<file path="src/design/sar_seq_pkg.sv">
// Purpose: constants and carrier types for the sar conversion sequencer
// Assumes: one 40 MHz master clock; conversion clock is a divide-by-four enable
// Notes: times are in master cycles so they scale with the master clock
// Function
// - each conversion starts with trial code msb set, all else clear.
// - per bit, clear it if comparator says input below, then set next lower.
// - result is twelve bits, so twelve comparison steps per conversion.
// - over range gives all ones, under range gives all zeros.
// - bipolar ties msb capacitor to reference while tracking; offset binary result.
// - idle and not calibrating, every capacitor to analog input except msb in bipolar, track switch closed.
// - on conversion open track switch first, then trials ignore analog input.
// - internal oscillator while master clock pin is low, else external clock.
// - synchronised request falling edge in track mode, not calibrating, enters hold and starts a conversion.
// - after a conversion the device returns to track mode by itself.
// - calibration balances each bit weight against lower bits plus a dummy lsb.
// - all durations are counted in master clock cycles.
// - conversion clock is master clock divided by four; start waits up to four.
// - a conversion lasts at least 49 master cycles, up to four more.
// - done low four cycles with select and read low, else held low until the next conversion starts.
package sar_seq_pkg;
   localparam int unsigned NBITS            = 12;
   localparam int unsigned CLK_HZ           = 40000000;
   localparam int unsigned DIV_RATIO        = 4;
   localparam int unsigned CONV_CYCLES      = 49;
   localparam int unsigned DONE_LOW_CYCLES  = 4;
   localparam int unsigned HOLD_MARGIN_NS   = 50;
   localparam int unsigned HOLD_MARGIN_CYC  = (HOLD_MARGIN_NS * (CLK_HZ / 1000000) + 999) / 1000;
   localparam logic [1:0]  DIV_RESET        = 2'h0;
   localparam logic [5:0]  CYC_RESET        = 6'h00;
   localparam logic [11:0] CODE_RESET       = 12'h000;
   localparam logic [11:0] CODE_ONES        = 12'hfff;
   localparam logic [11:0] CODE_ZEROS       = 12'h000;
   localparam logic [11:0] CODE_MSB         = 12'h800;
   localparam logic [3:0]  BIT_MSB_IDX      = 4'hb;

   typedef enum logic [1:0] {
      SW_INPUT,
      SW_GROUND,
      SW_REF
   } cap_sel_t;

   typedef struct packed {
      logic       track_switch;
      logic [11:0] cap_to_input;
      logic [11:0] cap_to_ref;
   } array_ctl_t;

   typedef struct packed {
      logic over_range;
      logic under_range;
   } range_t;
endpackage

</file>
<file path="src/design/sar_conversion_sequencer.sv">
// Purpose: bit-trial sequencer and output coding of a 12-bit sar converter
// Assumes: inputs synchronous to i_ref_clk except the sample request
// Notes: master clock source select is a mux flag only; the clock pin is sampled
`timescale 1ns/100ps
module sar_conversion_sequencer (
   input  wire logic                     i_ref_clk,
   input  wire logic                     i_nrst,
   input  wire logic                     i_master_clock_pin,
   input  wire logic                     i_hold_n,
   input  wire logic                     i_comp_below,
   input  wire logic                     i_bipolar,
   input  wire sar_seq_pkg::range_t      i_range,
   input  wire logic                     i_cal_busy,
   input  wire logic                     i_cs_n,
   input  wire logic                     i_rd_n,
   output logic                          o_use_internal_osc,
   output sar_seq_pkg::array_ctl_t       o_array,
   output logic [11:0]                   o_trial,
   output logic [11:0]                   o_result,
   output logic                          o_converting,
   output logic                          o_done_n
);
   ////////////////////////////////////////////////////////////////////////////
   typedef enum logic [1:0] {
      ST_TRACK,
      ST_WAIT,
      ST_TRIAL,
      ST_TAIL
   } state_t;

   state_t      state;
   logic        sync1;
   logic        sync2;
   logic        sync3;
   logic [1:0]  div;
   logic        div_en;
   logic [5:0]  cyc;
   logic [3:0]  bit_idx;
   logic        fall;
   logic [3:0]  done_cnt;

   // binary weights: each bit weighs all lower bits plus one dummy lsb
   function automatic logic [11:0] onehot(input logic [3:0] idx);
      onehot = 12'(1) << idx;
   endfunction

   ////////////////////////////////////////////////////////////////////////////
   // source select and synchroniser
   always_ff @(posedge i_ref_clk or negedge i_nrst) begin
      if (!i_nrst) begin
         o_use_internal_osc <= 1'b1;
      end else begin
         o_use_internal_osc <= ~i_master_clock_pin;
      end
   end

   always_ff @(posedge i_ref_clk or negedge i_nrst) begin
      if (!i_nrst) begin
         sync1 <= 1'b1;
         sync2 <= 1'b1;
         sync3 <= 1'b1;
      end else begin
         sync1 <= i_hold_n;
         sync2 <= sync1;
         sync3 <= sync2;
      end
   end
   assign fall = sync3 & ~sync2;

   always_ff @(posedge i_ref_clk or negedge i_nrst) begin
      if (!i_nrst) begin
         div <= sar_seq_pkg::DIV_RESET;
      end else begin
         div <= div + 2'h1;
      end
   end
   assign div_en = (div == 2'(sar_seq_pkg::DIV_RATIO - 1));

   ////////////////////////////////////////////////////////////////////////////
   // conversion sequence
   always_ff @(posedge i_ref_clk or negedge i_nrst) begin
      if (!i_nrst) begin
         state   <= ST_TRACK;
         cyc     <= sar_seq_pkg::CYC_RESET;
         bit_idx <= sar_seq_pkg::BIT_MSB_IDX;
         o_trial <= sar_seq_pkg::CODE_RESET;
      end else begin
         unique case (state)
            ST_TRACK: begin
               if (fall && !i_cal_busy) begin
                  state <= ST_WAIT;
               end
            end
            ST_WAIT: begin
               if (div_en) begin
                  state   <= ST_TRIAL;
                  cyc     <= 6'h01;
                  bit_idx <= sar_seq_pkg::BIT_MSB_IDX;
                  o_trial <= sar_seq_pkg::CODE_MSB;
               end
            end
            ST_TRIAL: begin
               cyc <= cyc + 6'h01;
               if (div_en) begin
                  if (i_comp_below) begin
                     o_trial <= (o_trial & ~onehot(bit_idx)) | ((bit_idx != 4'h0) ? onehot(bit_idx - 4'h1) : 12'h000);
                  end else begin
                     o_trial <= o_trial | ((bit_idx != 4'h0) ? onehot(bit_idx - 4'h1) : 12'h000);
                  end
                  if (bit_idx == 4'h0) begin
                     state <= ST_TAIL;
                  end else begin
                     bit_idx <= bit_idx - 4'h1;
                  end
               end
            end
            ST_TAIL: begin
               cyc <= cyc + 6'h01;
               if (cyc >= 6'(sar_seq_pkg::CONV_CYCLES - 1)) begin
                  state <= ST_TRACK;
               end
            end
         endcase
      end
   end

   // result holding register with range clamping
   always_ff @(posedge i_ref_clk or negedge i_nrst) begin
      if (!i_nrst) begin
         o_result <= sar_seq_pkg::CODE_RESET;
      end else if (state == ST_TRIAL && div_en && bit_idx == 4'h0) begin
         if (i_range.over_range) begin
            o_result <= sar_seq_pkg::CODE_ONES;
         end else if (i_range.under_range) begin
            o_result <= sar_seq_pkg::CODE_ZEROS;
         end else begin
            o_result <= i_comp_below ? (o_trial & ~12'h001) : o_trial;
         end
      end
   end

   ////////////////////////////////////////////////////////////////////////////
   // capacitor array and track switch
   always_ff @(posedge i_ref_clk or negedge i_nrst) begin
      if (!i_nrst) begin
         o_array      <= '{track_switch: 1'b1, cap_to_input: 12'hfff, cap_to_ref: 12'h000};
         o_converting <= 1'b0;
      end else if (fall && state == ST_TRACK && !i_cal_busy) begin
         o_array.track_switch <= 1'b0;
         o_array.cap_to_input <= 12'h000;
         o_converting         <= 1'b1;
      end else if (state == ST_TRIAL || state == ST_WAIT) begin
         o_array.track_switch <= 1'b0;
         o_array.cap_to_input <= 12'h000;
         o_array.cap_to_ref   <= o_trial;
      end else if (state == ST_TRACK && !i_cal_busy) begin
         o_array.track_switch <= 1'b1;
         o_array.cap_to_input <= i_bipolar ? 12'h7ff : 12'hfff;
         o_array.cap_to_ref   <= i_bipolar ? sar_seq_pkg::CODE_MSB : 12'h000;
         o_converting         <= 1'b0;
      end else if (state == ST_TAIL) begin
         o_converting <= 1'b1;
      end
   end

   // conversion done, active low
   always_ff @(posedge i_ref_clk or negedge i_nrst) begin
      if (!i_nrst) begin
         o_done_n <= 1'b1;
         done_cnt <= 4'h0;
      end else begin
         if (state == ST_TAIL && cyc >= 6'(sar_seq_pkg::CONV_CYCLES - 1)) begin
            o_done_n <= 1'b0;
            done_cnt <= 4'h0;
         end else if (!o_done_n) begin
            if (done_cnt == 4'h0 && !(i_cs_n | i_rd_n)) begin
               done_cnt <= 4'h1;
            end else if (done_cnt != 4'h0) begin
               done_cnt <= done_cnt + 4'h1;
            end
            if (done_cnt == 4'(sar_seq_pkg::DONE_LOW_CYCLES - 1) || state == ST_WAIT) begin
               o_done_n <= 1'b1;
            end
         end
      end
   end

   ////////////////////////////////////////////////////////////////////////////
   // checks
   AST_START_MSB: assert property (@(posedge i_ref_clk) disable iff (!i_nrst)
      (state == ST_WAIT && div_en) |=> (o_trial == sar_seq_pkg::CODE_MSB)) else $error("trial not half scale");
   AST_TRIAL_LEN: assert property (@(posedge i_ref_clk) disable iff (!i_nrst)
      (state == ST_WAIT && div_en) |=> (state == ST_TRIAL) [*8]) else $error("trials ended early");
   AST_HOLD_OPENS: assert property (@(posedge i_ref_clk) disable iff (!i_nrst)
      (fall && state == ST_TRACK && !i_cal_busy) |=> !o_array.track_switch) else $error("track not opened");
   AST_TRACK_IDLE: assert property (@(posedge i_ref_clk) disable iff (!i_nrst)
      (state == ST_TRACK && $past(state) == ST_TRACK && !i_cal_busy && !$past(i_cal_busy) && !$past(fall))
      |-> o_array.track_switch) else $error("switch open while idle");
   AST_WAIT_BOUND: assert property (@(posedge i_ref_clk) disable iff (!i_nrst)
      (state == ST_WAIT) |-> ##[1:4] (state == ST_TRIAL)) else $error("start waited over four");
   AST_CONV_LEN: assert property (@(posedge i_ref_clk) disable iff (!i_nrst)
      (state == ST_TRIAL && $past(state) == ST_WAIT) |-> ##[48:60] (state == ST_TRACK)) else $error("bad length");
   AST_SYNC: assert property (@(posedge i_ref_clk) disable iff (!i_nrst)
      (sync2 != $past(sync1)) |-> 1'b0) else $error("sync stage skipped");
   AST_SRC: assert property (@(posedge i_ref_clk) disable iff (!i_nrst)
      o_use_internal_osc == !$past(i_master_clock_pin)) else $error("clock source wrong");
   AST_BIPOLAR: assert property (@(posedge i_ref_clk) disable iff (!i_nrst)
      (state == ST_TRACK && i_bipolar && $past(i_bipolar) && $past(state) == ST_TRACK && !$past(fall)
       && !$past(i_cal_busy)) |-> o_array.cap_to_ref[11]) else $error("msb not on ref");
   AST_CLAMP_HIGH: assert property (@(posedge i_ref_clk) disable iff (!i_nrst)
      (state == ST_TRIAL && div_en && bit_idx == 4'h0 && i_range.over_range)
      |=> (o_result == sar_seq_pkg::CODE_ONES)) else $error("over range not clamped");
   AST_RETURN_TRACK: assert property (@(posedge i_ref_clk) disable iff (!i_nrst)
      (state == ST_TRACK && $past(state) == ST_TAIL && !i_cal_busy)
      |=> (o_array.track_switch && !o_converting)) else $error("no return to track");
   AST_DONE_READ: assert property (@(posedge i_ref_clk) disable iff (!i_nrst)
      (!o_done_n && !i_cs_n && !i_rd_n) |-> ##[1:4] o_done_n) else $error("done held too long");
   AST_CONV_FLAG: assert property (@(posedge i_ref_clk) disable iff (!i_nrst)
      (state == ST_TRIAL) |-> o_converting) else $error("trials without converting flag");
   CV_CONV: cover property (@(posedge i_ref_clk) disable iff (!i_nrst) state == ST_TAIL ##1 state == ST_TRACK);
   CV_OVER: cover property (@(posedge i_ref_clk) disable iff (!i_nrst) o_result == sar_seq_pkg::CODE_ONES);
   CV_DONE: cover property (@(posedge i_ref_clk) disable iff (!i_nrst) $fell(o_done_n));
   CV_BIPOLAR: cover property (@(posedge i_ref_clk) disable iff (!i_nrst) state == ST_TRIAL && i_bipolar);
   CV_HELD_READ: cover property (@(posedge i_ref_clk) disable iff (!i_nrst) !o_done_n && !i_cs_n && !i_rd_n);
endmodule

</file>
<file path="config.mk">
export PLATFORM = sky130hd
export DESIGN_NAME = sar_conversion_sequencer
export DESIGN_NICKNAME = d
export VERILOG_FILES = /design/src/design/sar_seq_pkg.sv /design/src/design/sar_conversion_sequencer.sv
export SDC_FILE = /design/constraint.sdc
export NUM_CORES = 1
export LEC_CHECK = 0
export ABC_AREA = 1
export BUFFER_PORTS_ARGS = -buffer_cell sky130_fd_sc_hd__buf_2
export CELL_PAD_IN_SITES_DETAIL_PLACEMENT = 1
export CELL_PAD_IN_SITES_GLOBAL_PLACEMENT = 1
export CORE_MARGIN = 1
export CORE_UTILIZATION = 40
export DETAILED_ROUTE_END_ITERATION = 10
export PLACE_DENSITY = 0.77
export SKIP_LAST_GASP = 1
export SLEW_MARGIN = 20
export SYNTH_ARGS = -nofsm -noshare
export SYNTH_HDL_FRONTEND = slang
export SYNTH_SLANG_ARGS = --single-unit
</file>
<file path="constraint.sdc">
create_clock -name i_ref_clk -period 1.76 [get_ports i_ref_clk]
set_input_delay 0.352 -clock i_ref_clk [delete_from_list [all_inputs] [get_ports i_ref_clk]]
set_output_delay 0.352 -clock i_ref_clk [all_outputs]
set_load 0.005 [all_outputs]
</file>
==> results_tabular.tex, run 1 <==
\begin{tabular}{lr}
\hline
Metric & Value \\
\hline
\multicolumn{2}{l}{\textbf{Run status}} \\
\quad Run status & finished clean \\
\multicolumn{2}{l}{\textbf{Finish}} \\
\quad Final Instance Count excl. Fillers & 579 \\
\quad Area taken by flip-flops and latches & 1560 um2 \\
\quad Ratio of cells with drive above 1 in the final layout & approximately a quarter \\
\quad Antenna diodes & 0 \\
\quad Number of nets in the final layout & slightly below 500 \\
\quad Most frequent cells in the layout & 149 x sky130\_fd\_sc\_hd\_\_nand2\_1, 62 x sky130\_fd\_sc\_hd\_\_buf\_2, 52 x sky130\_fd\_sc\_hd\_\_dfrtp\_1 \\
\quad Most frequent standard cell in the layout excluding fill and tap cells & sky130\_fd\_sc\_hd\_\_nand2\_1 \\
\quad Number of fillers in the final layout & $\sim$1k \\
\quad Post-synthesis to final-layout area growth & 15.1\% \\
\quad Area of the multi-input gates & 1440 um2 \\
\multicolumn{2}{l}{\textbf{Die}} \\
\quad Die Y & between 90 and 100 um \\
\quad Number of cell rows & 32 \\
\quad Number of primary I/O pins & 63 \\
\quad Initial standard-cell utilization of the core & 42.3\% \\
\quad Chip width & between 90 and 100 um \\
\quad Die area & about 8700 um2 \\
\quad Core ar. & $\sim$7900 um2 \\
\multicolumn{2}{l}{\textbf{Setup path}} \\
\quad Setup crit end kind & register \\
\quad Master of the slowest instance on the critical path & sky130\_fd\_sc\_hd\_\_dfstp\_2 \\
\quad Setup slack of the worst register-to-register path & 0.13 ns \\
\quad Sequence of cells on the critical path & inv\_1 > ha\_1 > inv\_1 > nand2\_1 > nand2\_1 > nand2\_1 > nor2\_4 > nand3\_1 > nand2\_1 \\
\quad Critical Path Fanout Max & 6 \\
\quad Type of origin of the critical path & register \\
\quad Crit path required time & between 2 and 2.5 ns \\
\quad Slowest cell delay on critical path & 0.57 ns \\
\quad Classification of the worst setup path & register to register \\
\quad Buffers and inverters on the worst path & 2 \\
\quad Most frequent cell on the critical path & sky130\_fd\_sc\_hd\_\_nand2\_1 \\
\quad Arr. time, crit path & 1.89 ns \\
\quad Cell family contributing the most delay on the critical path & flip-flops \\
\multicolumn{2}{l}{\textbf{Drt}} \\
\quad Initial drt markers & around 120 \\
\quad Via count of the routed design & 2893 \\
\quad Antenna violation net count after detailed routing & 0 \\
\quad Routed WL per cell & 14.1 um \\
\quad First-pass iteration count of the detailed router & 4 \\
\quad Total wire length after detailed routing & $\sim$8200 um \\
\quad DRC violations left & 0 \\
\quad Mean number of vias per cell & between 4 and 5 \\
\multicolumn{2}{l}{\textbf{Synthesis}} \\
\quad Dominant combinational cell family by area after synthesis & simple AND/OR/NAND/NOR gates \\
\quad Primary flip-flop cell chosen by synthesis mapping & sky130\_fd\_sc\_hd\_\_dfrtp\_1 \\
\quad Post-synthesis average cell area & about 8 um2 \\
\quad Count of yosys warnings during synthesis & 0 \\
\quad Fraction of synthesized area in multiplexers & 0\% \\
\quad Share of the synthesized area in the top cell type & a little under 40\% \\
\quad Area leader, netlist & sky130\_fd\_sc\_hd\_\_dfrtp\_1 \\
\quad Post-synthesis share of cell area spent on full adders, half adders and majority gates & 5.25\% \\
\quad Post-Synth Simple-Gate Area & 27.1\% \\
\quad Post-synthesis register bit count & 62 \\
\quad Netlist cell types & 30 \\
\quad Number of synthesized flops with an enable pin & 0 \\
\quad Xor-xnor portion of the synthesized cell area & 0.525\% \\
\quad Cells taking the most area after synthesis & sky130\_fd\_sc\_hd\_\_dfrtp\_1 39\%, sky130\_fd\_sc\_hd\_\_nand2\_1 17\%, sky130\_fd\_sc\_hd\_\_dfstp\_2 7.9\%, sky130\_fd\_sc\_hd\_\_o21ai\_0 5.5\%, sky130\_fd\_sc\_hd\_\_ha\_1 5.2\% \\
\quad Compound-cell area share of the yosys netlist & 9.59\% \\
\quad Mapped cell area & 3340 um2 \\
\quad Count of mapped cells out of synthesis & roughly 420 \\
\quad Total nets after synthesis & approximately 440 \\
\quad Sequential fraction of the synthesis area & a little under half \\
\quad Fraction of registers with async set/reset & 100\% \\
\multicolumn{2}{l}{\textbf{CTS}} \\
\quad Clock latency reported for the late side of the worst-skew pair & 0.33 ns \\
\quad Post-CTS Setup Inserts & 0 \\
\quad Clock Sinks & 62 \\
\quad Buffer depth of the longest clock path & 2 \\
\quad CTS clk-pin slew, worst paths & about 0.080 ns \\
\quad CTS tree & done \\
\quad Root Buffer Master & sky130\_fd\_sc\_hd\_\_clkbuf\_8 \\
\quad Post-CTS Hold Buffers & 0 \\
\quad TritonCTS buffer count & 9 \\
\quad Htree depth & 3 \\
\multicolumn{2}{l}{\textbf{STA}} \\
\quad Final period util & $\sim$92\% \\
\quad Hold violation count in the final report & 0 \\
\quad Minimum clock period after layout & about 1.6 ns \\
\quad Setup ws final & 0.133 ns \\
\quad Worst hold slack & approximately 0.0033 ns \\
\quad RSZ-0062 raised after global routing & true \\
\quad Relative slew slack & 63.6\% \\
\quad Worst Tran Pin Value & about 0.55 ns \\
\quad Post-route clock skew & between 0.01 and 0.015 ns \\
\quad Highest attainable clock frequency & 614 MHz \\
\quad Pins Over Slew Limit & 0 \\
\quad \# setup viols final & 0 \\
\multicolumn{2}{l}{\textbf{Global routing}} \\
\quad Number of global-route vias before repair & between 2k and 3k \\
\quad Total GRT Usage & between 20\% and 30\% \\
\quad Wire length of the first global-routing pass & approximately 14000 um \\
\quad Pin count of the biggest net entering global routing & 26 \\
\quad Congestion Overflow GR & 0 \\
\quad Initial antenna violation count & 0 \\
\multicolumn{2}{l}{\textbf{Place}} \\
\quad Post-DP HPWL & approximately 6400 um \\
\quad GP Congestion & approximately 0.78 \\
\quad Post-Place Cells & 563 \\
\quad IO Port Bufs & between 60 and 70 \\
\quad Place WS & between 0.05 and 0.06 ns \\
\multicolumn{2}{l}{\textbf{Power}} \\
\quad Peak supply drop & around 0.62 mV \\
\quad Total power & roughly 5.8 mW \\
\quad Cell leakage power & between 2 and 2.5 nW \\
\quad Power Dens Cells & between 1500 and 2000 nW/um2 \\
\multicolumn{2}{l}{\textbf{Worst hold path}} \\
\quad Type of the most critical hold path & input pin to asynchronous set/reset pin \\
\multicolumn{2}{l}{\textbf{Flow run}} \\
\quad Max-cap violations & 0 \\
\hline
\end{tabular}
## through the flow
step / TNS, ns / cell area [um2] / util, %
finish: 0 / 3840 / 48.7
global route: -0.0534 / 3840 / 48.7
CTS: 0 / 3820 / 48.5
detailed placement: 0 / 3650 / 46.2
global placement: 0 / 3650 / 46.2
floorplan: 0 / 3340 / -
## metal layers
metal	wire length [um]	part of all wire, %	GRT usage (%)	up-vias
met5	0	0	0	-
met4	25	0.31	3.85	0
met3	293	3.6	4.47	2
met2	3990	49	34.9	54
met1	3860	47	26.6	1416
li1	-	-	-	1421
## what timing repair did
| item | CTS | global route |
|---|---|---|
| endpoints found under the hold margin | 0 | 0 |
| endpoints found under the setup margin | 0 | 28 |
| gates resized for setup | 0 | 4 |
## final timing paths
check / from / to / cells past startpoint
setup / recovery: bit_idx[0]$_DFFE_PN1P_ / o_trial[6]$_DFFE_PN0P_ / 9
hold / removal: i_nrst / o_result[5]$_DFFE_PN0P_ / 1
setup reg to reg: bit_idx[0]$_DFFE_PN1P_ / o_trial[6]$_DFFE_PN0P_ / 9
hold reg to reg: sync1$_DFF_PN1_ / sync2$_DFF_PN1_ / 0
max in group asynchronous: i_nrst / o_trial[5]$_DFFE_PN0P_ / 2
min in group i_ref_clk: i_hold_n / sync1$_DFF_PN1_ / 1
## layout make-up
class                   instances  share of cell area, %
clock buffers                  12                   4.04
inverters                      47                   4.59
well taps                     102                   3.32
flip-flops and latches         62                   40.7
repair buffers                 67                   9.38
clock inverters                 4                  0.586
multi-input cells             285                   37.4
## flip-flops by register name (all words and copies together) (netlist names)
register            cells
state                   2
cyc                     6
done_cnt                4
sync3                   1
sync2                   1
o_done_n                1
o_result               12
o_use_internal_osc      1
o_trial                12
sync1                   1
o_array                14
bit_idx                 4
div                     2
o_converting            1
## synthesized netlist by cell type (2+ instances only)
cell,number
sky130_fd_sc_hd__nand2_2,3
sky130_fd_sc_hd__nor3_1,2
sky130_fd_sc_hd__inv_1,40
sky130_fd_sc_hd__dfstp_2,10
sky130_fd_sc_hd__buf_4,12
sky130_fd_sc_hd__nand2_4,2
sky130_fd_sc_hd__o21ai_2,3
sky130_fd_sc_hd__buf_6,6
sky130_fd_sc_hd__nand3_1,21
sky130_fd_sc_hd__ha_1,14
sky130_fd_sc_hd__clkbuf_1,2
sky130_fd_sc_hd__a21oi_1,5
sky130_fd_sc_hd__buf_2,3
sky130_fd_sc_hd__inv_2,7
sky130_fd_sc_hd__nor2_8,2
sky130_fd_sc_hd__o21ai_1,7
sky130_fd_sc_hd__nand4_1,8
sky130_fd_sc_hd__nand2_1,149
sky130_fd_sc_hd__nor2_2,4
sky130_fd_sc_hd__nor2_1,20
sky130_fd_sc_hd__dfrtp_1,52
sky130_fd_sc_hd__o21ai_0,37
## kinds of logic (layout without fill, tap and decap cells)
| logic type | Yosys count | count (layout) |
|---|---|---|
| DFF | 62 | 62 |
| xor gates and xnor gates | 2 | 2 |
| adders and majority gates | 14 | 14 |
| buffers and inverters | 70 | 130 |
| and+or+nand+nor | 211 | 211 |
| AOI/OAI and AO/OA | 58 | 58 |
## power by group
group          total, mW  switching, mW  internal [mW]
clock               1.13          0.550          0.581
combinational       2.41           1.53          0.878
sequential          2.29          0.391           1.90
Power figures use the tool's default switching activity.
==> run 2, diff against run 1 <==
ABC_CLOCK_PERIOD_IN_PS = 1760   (was default)
BUFFER_PORTS_ARGS = -buffer_cell sky130_fd_sc_hd__clkbuf_2   (was -buffer_cell sky130_fd_sc_hd__buf_2)
==> run 2 against run 1 <==
Core utilization is 0.63 points higher; die area stayed put; critical path depth is 1 lower; sequential share of layout area is 0.52 points lower; largest cell class unchanged.
==> results_tabular.tex, run 2 (synthesis gave the netlist of run 1 again) <==
\begin{tabular}{lr}
\hline
Metric & Value \\
\hline
\multicolumn{2}{l}{\textbf{Run status}} \\
\quad Run status & finished clean \\
\multicolumn{2}{l}{\textbf{Finish}} \\
\quad Number of nets in the final layout & 497 (unchanged) \\
\quad Max reg flops & 14 (unchanged) \\
\quad Antenna diodes & 0 (unchanged) \\
\quad Most frequent standard cell in the layout excluding fill and tap cells & sky130\_fd\_sc\_hd\_\_nand2\_1 \\
\quad Area of the multi-input gates & 1430 um2 (-0.17\%) \\
\quad Number of fillers in the final layout & 997 (-2.2\%) \\
\quad Post-synthesis to final-layout area growth & 16.6\% \\
\quad Utilization after layout & 49.3\% (+0.63 points) \\
\quad Final Instance Count excl. Fillers & 579 (unchanged) \\
\quad Area taken by flip-flops and latches & 1560 um2 (unchanged) \\
\quad Register bank with the most flops & o\_array \\
\quad Ratio of cells with drive above 1 in the final layout & 24.5\% (+0.21 points) \\
\quad Leading registers by flop count & o\_array x14, o\_result x12, o\_trial x12 \\
\quad Most frequent cells in the layout & 149 x sky130\_fd\_sc\_hd\_\_nand2\_1, 62 x sky130\_fd\_sc\_hd\_\_clkbuf\_2, 52 x sky130\_fd\_sc\_hd\_\_dfrtp\_1 \\
\multicolumn{2}{l}{\textbf{Place}} \\
\quad GP Congestion & 0.783 (+0.75\%) \\
\quad IO Port Bufs & 62 (unchanged) \\
\quad Post-DP HPWL & 6300 um (-1.2\%) \\
\quad Post-Place Cells & 563 (unchanged) \\
\multicolumn{2}{l}{\textbf{CTS}} \\
\quad CTS clk-pin slew, worst paths & 0.08 ns (about the same) \\
\quad Clock latency reported for the late side of the worst-skew pair & 0.34 ns (about the same) \\
\quad TritonCTS buffer count & 9 (unchanged) \\
\quad CTS tree & done \\
\quad Htree depth & 3 (unchanged) \\
\quad Clock Sinks & 62 (unchanged) \\
\quad Root Buffer Master & sky130\_fd\_sc\_hd\_\_clkbuf\_8 \\
\quad Buffer depth of the longest clock path & 2 (unchanged) \\
\multicolumn{2}{l}{\textbf{Setup path}} \\
\quad Classification of the worst setup path & register to register \\
\quad Type of origin of the critical path & register \\
\quad Slowest cell delay on critical path & 0.41 ns (-0.16 ns) \\
\quad Crit path required time & 2.00 ns (-0.02 ns) \\
\quad Critical Path Fanout Max & 11 (+5) \\
\quad Most frequent cell on the critical path & sky130\_fd\_sc\_hd\_\_nand2\_1 \\
\quad Arr. time, crit path & 1.87 ns (-0.02 ns) \\
\quad Master of the slowest instance on the critical path & sky130\_fd\_sc\_hd\_\_dfrtp\_1 \\
\quad Sequence of cells on the critical path & inv\_1 > ha\_1 > nand2\_1 > inv\_2 > nand2\_2 > nand2\_1 > buf\_4 > o21ai\_0 \\
\quad Setup crit end kind & register \\
\multicolumn{2}{l}{\textbf{STA}} \\
\quad Post-route clock skew & 0.00800 ns (-0.00204 ns) \\
\quad Highest attainable clock frequency & 615 MHz (about the same) \\
\quad RSZ-0062 raised after global routing & true \\
\quad Minimum clock period after layout & 1.63 ns (-0.000625 ns) \\
\quad Hold violation count in the final report & 0 (unchanged) \\
\quad Relative slew slack & 72.3\% (+8.7 points) \\
\quad Final period util & 92.4\% (about the same) \\
\quad \# setup viols final & 0 (unchanged) \\
\quad Pins Over Slew Limit & 0 (unchanged) \\
\quad Worst Tran Pin Value & 0.415 ns (-0.131 ns) \\
\multicolumn{2}{l}{\textbf{Drt}} \\
\quad Via count of the routed design & 2903 (+0.35\%) \\
\quad Mean number of vias per cell & 5.01 (+0.35\%) \\
\quad Initial drt markers & 85 (-31\%) \\
\quad Antenna violation net count after detailed routing & 0 (unchanged) \\
\quad First-pass iteration count of the detailed router & 4 (unchanged) \\
\quad Routed WL per cell & 15.0 um (+6.3\%) \\
\quad Total wire length after detailed routing & 8680 um (+6.3\%) \\
\quad DRC violations left & 0 (unchanged) \\
\multicolumn{2}{l}{\textbf{Worst hold path}} \\
\quad Type of the most critical hold path & input pin to asynchronous set/reset pin \\
\multicolumn{2}{l}{\textbf{Global routing}} \\
\quad Gr busiest metal & met2 \\
\quad Initial antenna violation count & 0 (unchanged) \\
\quad Number of global-route vias before repair & 3054 (+5.5\%) \\
\quad Met1 usage & 26.8\% (+0.20 points) \\
\quad Pin count of the biggest net entering global routing & 63 (+140\%) \\
\quad Congestion Overflow GR & 0 (unchanged) \\
\quad Global Route met3 Usage & 4.47\% (unchanged) \\
\quad Met2 track utilization from global routing & 39.5\% (+4.6 points) \\
\quad Wire length of the first global-routing pass & 14900 um (+6.9\%) \\
\quad Total GRT Usage & 22.2\% (+1.9 points) \\
\multicolumn{2}{l}{\textbf{Die}} \\
\quad Die Y & 93.4 um (unchanged) \\
\quad Die area & 8720 um2 (unchanged) \\
\quad Core ar. & 7890 um2 (unchanged) \\
\quad Number of cell rows & 32 (unchanged) \\
\quad Number of primary I/O pins & 63 (unchanged) \\
\quad Initial standard-cell utilization of the core & 42.3\% (unchanged) \\
\quad Chip width & 93.4 um (unchanged) \\
\multicolumn{2}{l}{\textbf{Power}} \\
\quad Cell leakage power & 2.02 nW (+0.42\%) \\
\quad Power Dens Cells & 1610 nW/um2 (+5.9\%) \\
\quad Peak supply drop & 0.546 mV (-11\%) \\
\multicolumn{2}{l}{\textbf{Flow run}} \\
\quad Max-cap violations & 0 (unchanged) \\
\hline
\end{tabular}
-- run 2: cell type report --
type	instances	share of cell area, %
Timing Repair Buffer	67	9.26
Sequential cell	62	40.2
Clock buffer	10	3.54
Inverter	47	4.53
Clock inverter	6	2.38
Tap cell	102	3.28
Multi-Input combinational cell	285	36.8
-- run 2: per-stage QoR --
stage | worst slack [ns] | setup TNS (ns) | area, um2 | total power [mW] | hold WS (ns)
2_1_floorplan | 0.317 | 0 | 3340 | 3.91 | 0.0564
3_3_place_gp | 0.132 | 0 | 3650 | 4.61 | 0.353
3_5_place_dp | 0.0391 | 0 | 3650 | 4.74 | 0.350
4_1_cts | 0.00958 | 0 | 3880 | 6.27 | 0.0665
5_1_grt | -0.0209 | -0.0209 | 3890 | 6.75 | 0.0591
6_report | 0.133 | 0 | 3890 | 6.25 | 0.0331
-- run 2: worst paths after layout --
kind | from | to | slack [ns] | cells past startpoint
hold reg to reg | sync1$_DFF_PN1_ | sync2$_DFF_PN1_ | 0.36 | 0
setup reg to reg | state[0]$_DFFE_PN0P_ | o_array[2]$_DFFE_PN0P_ | 0.13 | 8
max in group asynchronous | i_nrst | bit_idx[3]$_DFFE_PN1P_ | 1.39 | 2
min in group i_ref_clk | i_hold_n | sync1$_DFF_PN1_ | 0.08 | 1
setup / recovery | state[0]$_DFFE_PN0P_ | o_array[2]$_DFFE_PN0P_ | 0.13 | 8
hold / removal | i_nrst | o_result[10]$_DFFE_PN0P_ | 0.03 | 2
-- run 2: report_power, final --
part | leakage, nW | internal [mW] | total [mW] | switching, mW
sequential | 0.753 | 1.90 | 2.32 | 0.424
combinational | 1.16 | 0.897 | 2.45 | 1.56
clock | 0.110 | 0.846 | 1.48 | 0.629
total | 2.02 | 3.64 | 6.25 | 2.61
-- run 2: routing by layer --
metal | share of wire (%) | vias to the layer above
met3 | 3.2 | 16
met4 | 1.6 | 0
met5 | 0 | -
met2 | 50 | 63
met1 | 45 | 1412
li1 | - | 1412
-- run 2: repair_timing --
item / in CTS / in global routing
resized for setup: 0 / 4
hold endpoints to repair: 0 / 0
hold buffers: 0 / 0
setup endpoints to repair: 0 / 34
setup buffers: 0 / 0
-- run 2: worst max-delay path, delay by kind of cell (launching register included) --
kind            cells  cell delay, ns
fa+ha+maj           1            0.22
flops               1            0.41
buf+inv             3            0.36
simple gates        3            0.32
compound gates      1            0.20
==> run 3, diff against run 2 <==
==> constraint.sdc (replaced) <==
create_clock -name i_ref_clk -period 1.76 [get_ports i_ref_clk]
set_input_delay 0.176 -clock i_ref_clk [delete_from_list [all_inputs] [get_ports i_ref_clk]]
set_output_delay 0.176 -clock i_ref_clk [all_outputs]
set_load 0.005 [all_outputs]
==> run 3 against run 2 <==
Fmax rose by 1.1%; wire length fell by 2.5%; critical path depth fell by 3; via count barely moved; critical path type unchanged; first-iteration DRC count rose by 27%; largest cell class unchanged; cell count rose by 0.52%; setup slack improved by 0.017 ns.
==> results_tabular.tex, run 3 (synthesis gave the netlist of run 1 again) <==
\begin{tabular}{lr}
\hline
Metric & Value \\
\hline
\multicolumn{2}{l}{\textbf{Run status}} \\
\quad Run status & finished clean \\
\multicolumn{2}{l}{\textbf{Power}} \\
\quad Total power & 6.20 mW (-0.86\%) \\
\quad Power Dens Cells & 1580 nW/um2 (-1.7\%) \\
\quad Peak supply drop & 0.563 mV (+3.1\%) \\
\quad Cell leakage power & 2.04 nW (+0.88\%) \\
\multicolumn{2}{l}{\textbf{CTS}} \\
\quad Buffer depth of the longest clock path & 2 (unchanged) \\
\quad Clock latency reported for the late side of the worst-skew pair & 0.34 ns (about the same) \\
\quad CTS tree & done \\
\quad Root Buffer Master & sky130\_fd\_sc\_hd\_\_clkbuf\_8 \\
\quad Clock Sinks & 62 (unchanged) \\
\quad TritonCTS buffer count & 9 (unchanged) \\
\quad CTS clk-pin slew, worst paths & 0.08 ns (about the same) \\
\quad Htree depth & 3 (unchanged) \\
\multicolumn{2}{l}{\textbf{Drt}} \\
\quad DRC violations left & 0 (unchanged) \\
\quad Total wire length after detailed routing & 8460 um (-2.5\%) \\
\quad First-pass iteration count of the detailed router & 4 (unchanged) \\
\quad Via count of the routed design & 2905 (+0.069\%) \\
\quad Routed WL per cell & 14.5 um (-3.0\%) \\
\quad Mean number of vias per cell & 4.99 (-0.45\%) \\
\quad Initial drt markers & 108 (+27\%) \\
\quad Antenna violation net count after detailed routing & 0 (unchanged) \\
\multicolumn{2}{l}{\textbf{STA}} \\
\quad Worst Tran Pin Value & 0.616 ns (+0.201 ns) \\
\quad Final total negative setup slack & 0 ns (unchanged) \\
\quad RSZ-0062 raised after global routing & true \\
\quad Highest attainable clock frequency & 621 MHz (+1.1\%) \\
\quad Post-route clock skew & 0.0128 ns (+0.00484 ns) \\
\quad Pins Over Slew Limit & 0 (unchanged) \\
\quad Worst hold slack & 0.00928 ns (-0.0238 ns) \\
\quad Relative slew slack & 58.9\% (-13 points) \\
\quad Final period util & 91.5\% (-0.98 points) \\
\quad Hold violation count in the final report & 0 (unchanged) \\
\quad Minimum clock period after layout & 1.61 ns (-0.0172 ns) \\
\quad \# setup viols final & 0 (unchanged) \\
\multicolumn{2}{l}{\textbf{Setup path}} \\
\quad Sequence of cells on the critical path & inv\_1 > ha\_1 > o21ai\_4 > o21ai\_0 > nand2\_1 \\
\quad Worst setup path end & o\_converting\$\_DFFE\_PN0P\_ \\
\quad Master of the slowest instance on the critical path & sky130\_fd\_sc\_hd\_\_dfrtp\_1 \\
\quad Crit path required time & 2.04 ns (+0.04 ns) \\
\quad Reg2Reg Capture Point & o\_converting\$\_DFFE\_PN0P\_ \\
\quad Classification of the worst setup path & register to register \\
\quad CP startpoint & state[0]\$\_DFFE\_PN0P\_ \\
\quad Arr. time, crit path & 1.89 ns (+0.02 ns) \\
\quad Critical Path Fanout Max & 14 (+3) \\
\quad Setup crit end kind & register \\
\quad Startpoint of the most critical register-to-register path & state[0]\$\_DFFE\_PN0P\_ \\
\quad Setup slack of the worst register-to-register path & 0.15 ns (+0.02 ns) \\
\quad Type of origin of the critical path & register \\
\quad Length in cells of the worst reg-to-reg path & 5 (-3) \\
\quad Slowest cell delay on critical path & 0.41 ns (about the same) \\
\multicolumn{2}{l}{\textbf{Global routing}} \\
\quad Number of global-route vias before repair & 2913 (-4.6\%) \\
\quad Initial antenna violation count & 0 (unchanged) \\
\quad Wire length of the first global-routing pass & 14500 um (-3.1\%) \\
\quad Pin count of the biggest net entering global routing & 26 (-59\%) \\
\quad Total GRT Usage & 21.6\% (-0.59 points) \\
\quad Congestion Overflow GR & 0 (unchanged) \\
\multicolumn{2}{l}{\textbf{Die}} \\
\quad Core ar. & 7890 um2 (unchanged) \\
\quad Die Y & 93.4 um (unchanged) \\
\quad Number of primary I/O pins & 63 (unchanged) \\
\quad Die area & 8720 um2 (unchanged) \\
\quad Initial standard-cell utilization of the core & 42.3\% (unchanged) \\
\quad Chip width & 93.4 um (unchanged) \\
\quad Number of cell rows & 32 (unchanged) \\
\multicolumn{2}{l}{\textbf{Finish}} \\
\quad Most frequent cells in the layout & 149 x sky130\_fd\_sc\_hd\_\_nand2\_1, 62 x sky130\_fd\_sc\_hd\_\_clkbuf\_2, 52 x sky130\_fd\_sc\_hd\_\_dfrtp\_1 \\
\quad Leading registers by flop count & o\_array x14, o\_result x12, o\_trial x12 \\
\quad Register bank with the most flops & o\_array \\
\quad Max reg flops & 14 (unchanged) \\
\quad Ratio of cells with drive above 1 in the final layout & 24.4\% (-0.15 points) \\
\quad Number of nets in the final layout & 500 (+0.60\%) \\
\quad Antenna diodes & 0 (unchanged) \\
\quad Final Instance Count excl. Fillers & 582 (+0.52\%) \\
\quad Post-synthesis to final-layout area growth & 17.6\% \\
\quad Most frequent standard cell in the layout excluding fill and tap cells & sky130\_fd\_sc\_hd\_\_nand2\_1 \\
\multicolumn{2}{l}{\textbf{Flow run}} \\
\quad Max-cap violations & 0 (unchanged) \\
\multicolumn{2}{l}{\textbf{Place}} \\
\quad Post-DP HPWL & 6260 um (-0.69\%) \\
\quad GP Congestion & 0.802 (+2.5\%) \\
\quad Post-Place Cells & 563 (unchanged) \\
\quad IO Port Bufs & 62 (unchanged) \\
\multicolumn{2}{l}{\textbf{Worst hold path}} \\
\quad Type of the most critical hold path & input pin to register \\
\hline
\end{tabular}
## run 3: cell count changes in the layout (fill, tap and decap cells not counted)
cell and change:
sky130_fd_sc_hd__ha_2 +1, sky130_fd_sc_hd__inv_1 +1, sky130_fd_sc_hd__dlygate4sd3_1 +3, sky130_fd_sc_hd__clkinv_2 +1, sky130_fd_sc_hd__inv_2 -1, sky130_fd_sc_hd__clkinv_4 +1
sky130_fd_sc_hd__clkinvlp_4 -1, sky130_fd_sc_hd__clkbuf_8 +1, sky130_fd_sc_hd__inv_6 -2, sky130_fd_sc_hd__ha_1 -1
## run 3: stage by stage
step	util, %	setup WS (ns)	instance area [um2]
finish	49.8	0.150	3930
global route	49.8	-0.0102	3930
CTS	49.7	0.0667	3920
detailed placement	46.2	0.0215	3650
global placement	46.2	0.127	3650
floorplan	-	0.317	3340
## run 3: metal layers
layer | share of wire, % | global-route usage (%) | vias up
li1 | - | - | 1419
met1 | 47 | 28.0 | 1406
met2 | 48 | 36.3 | 66
met3 | 3.6 | 4.39 | 14
met4 | 1.4 | 6.67 | 0
met5 | 0 | 0 | -
## run 3: power by group
| group | total [mW] | internal (mW) | switching, mW |
|---|---|---|---|
| combinational | 2.42 | 0.881 | 1.54 |
| clock | 1.46 | 0.875 | 0.590 |
| sequential | 2.31 | 1.90 | 0.412 |
| total | 6.20 | 3.65 | 2.54 |
## run 3: how the worst min path moves through the flow
| stage | from | endpoint | slack [ns] | cells past startpoint |
|---|---|---|---|---|
| floorplan | i_nrst | bit_idx[2]$_DFFE_PN0P_ | -0.12 | 0 |
| global placement | i_nrst | o_array[11]$_DFFE_PN0P_ | 0.21 | 1 |
| detailed placement | i_nrst | o_array[11]$_DFFE_PN0P_ | 0.21 | 1 |
| CTS | i_bipolar | o_array[23]$_DFFE_PN1P_ | 0.0006 | 2 |
| global route | i_bipolar | o_array[23]$_DFFE_PN1P_ | 0.02 | 2 |
| finish | i_bipolar | o_array[23]$_DFFE_PN1P_ | 0.009 | 2 |
## run 3: cell type report
type	count	area, um2
flip-flops and latches	62	1560
clock inverters	5	81.3
fillers	998	3960
well taps	102	128
repair buffers	70	390
inverters	47	176
multi-input cells	285	1440
clock buffers	11	151
## run 3: critical path: cells and delay by family (launching register included)
kind / cells / cell delay [ns]
adders and majority gates: 1 / 0.39
DFF: 1 / 0.41
and+or+nand+nor: 1 / 0.10
AOI/OAI and AO/OA: 2 / 0.55
buffers and inverters: 1 / 0.11
## run 3: what timing repair did
item                                   CTS  global route
setup buffers                            0             0
setup endpoints to repair                1            11
resized for setup                        1             3
hold buffers                             3             0
endpoints found under the hold margin   22             0
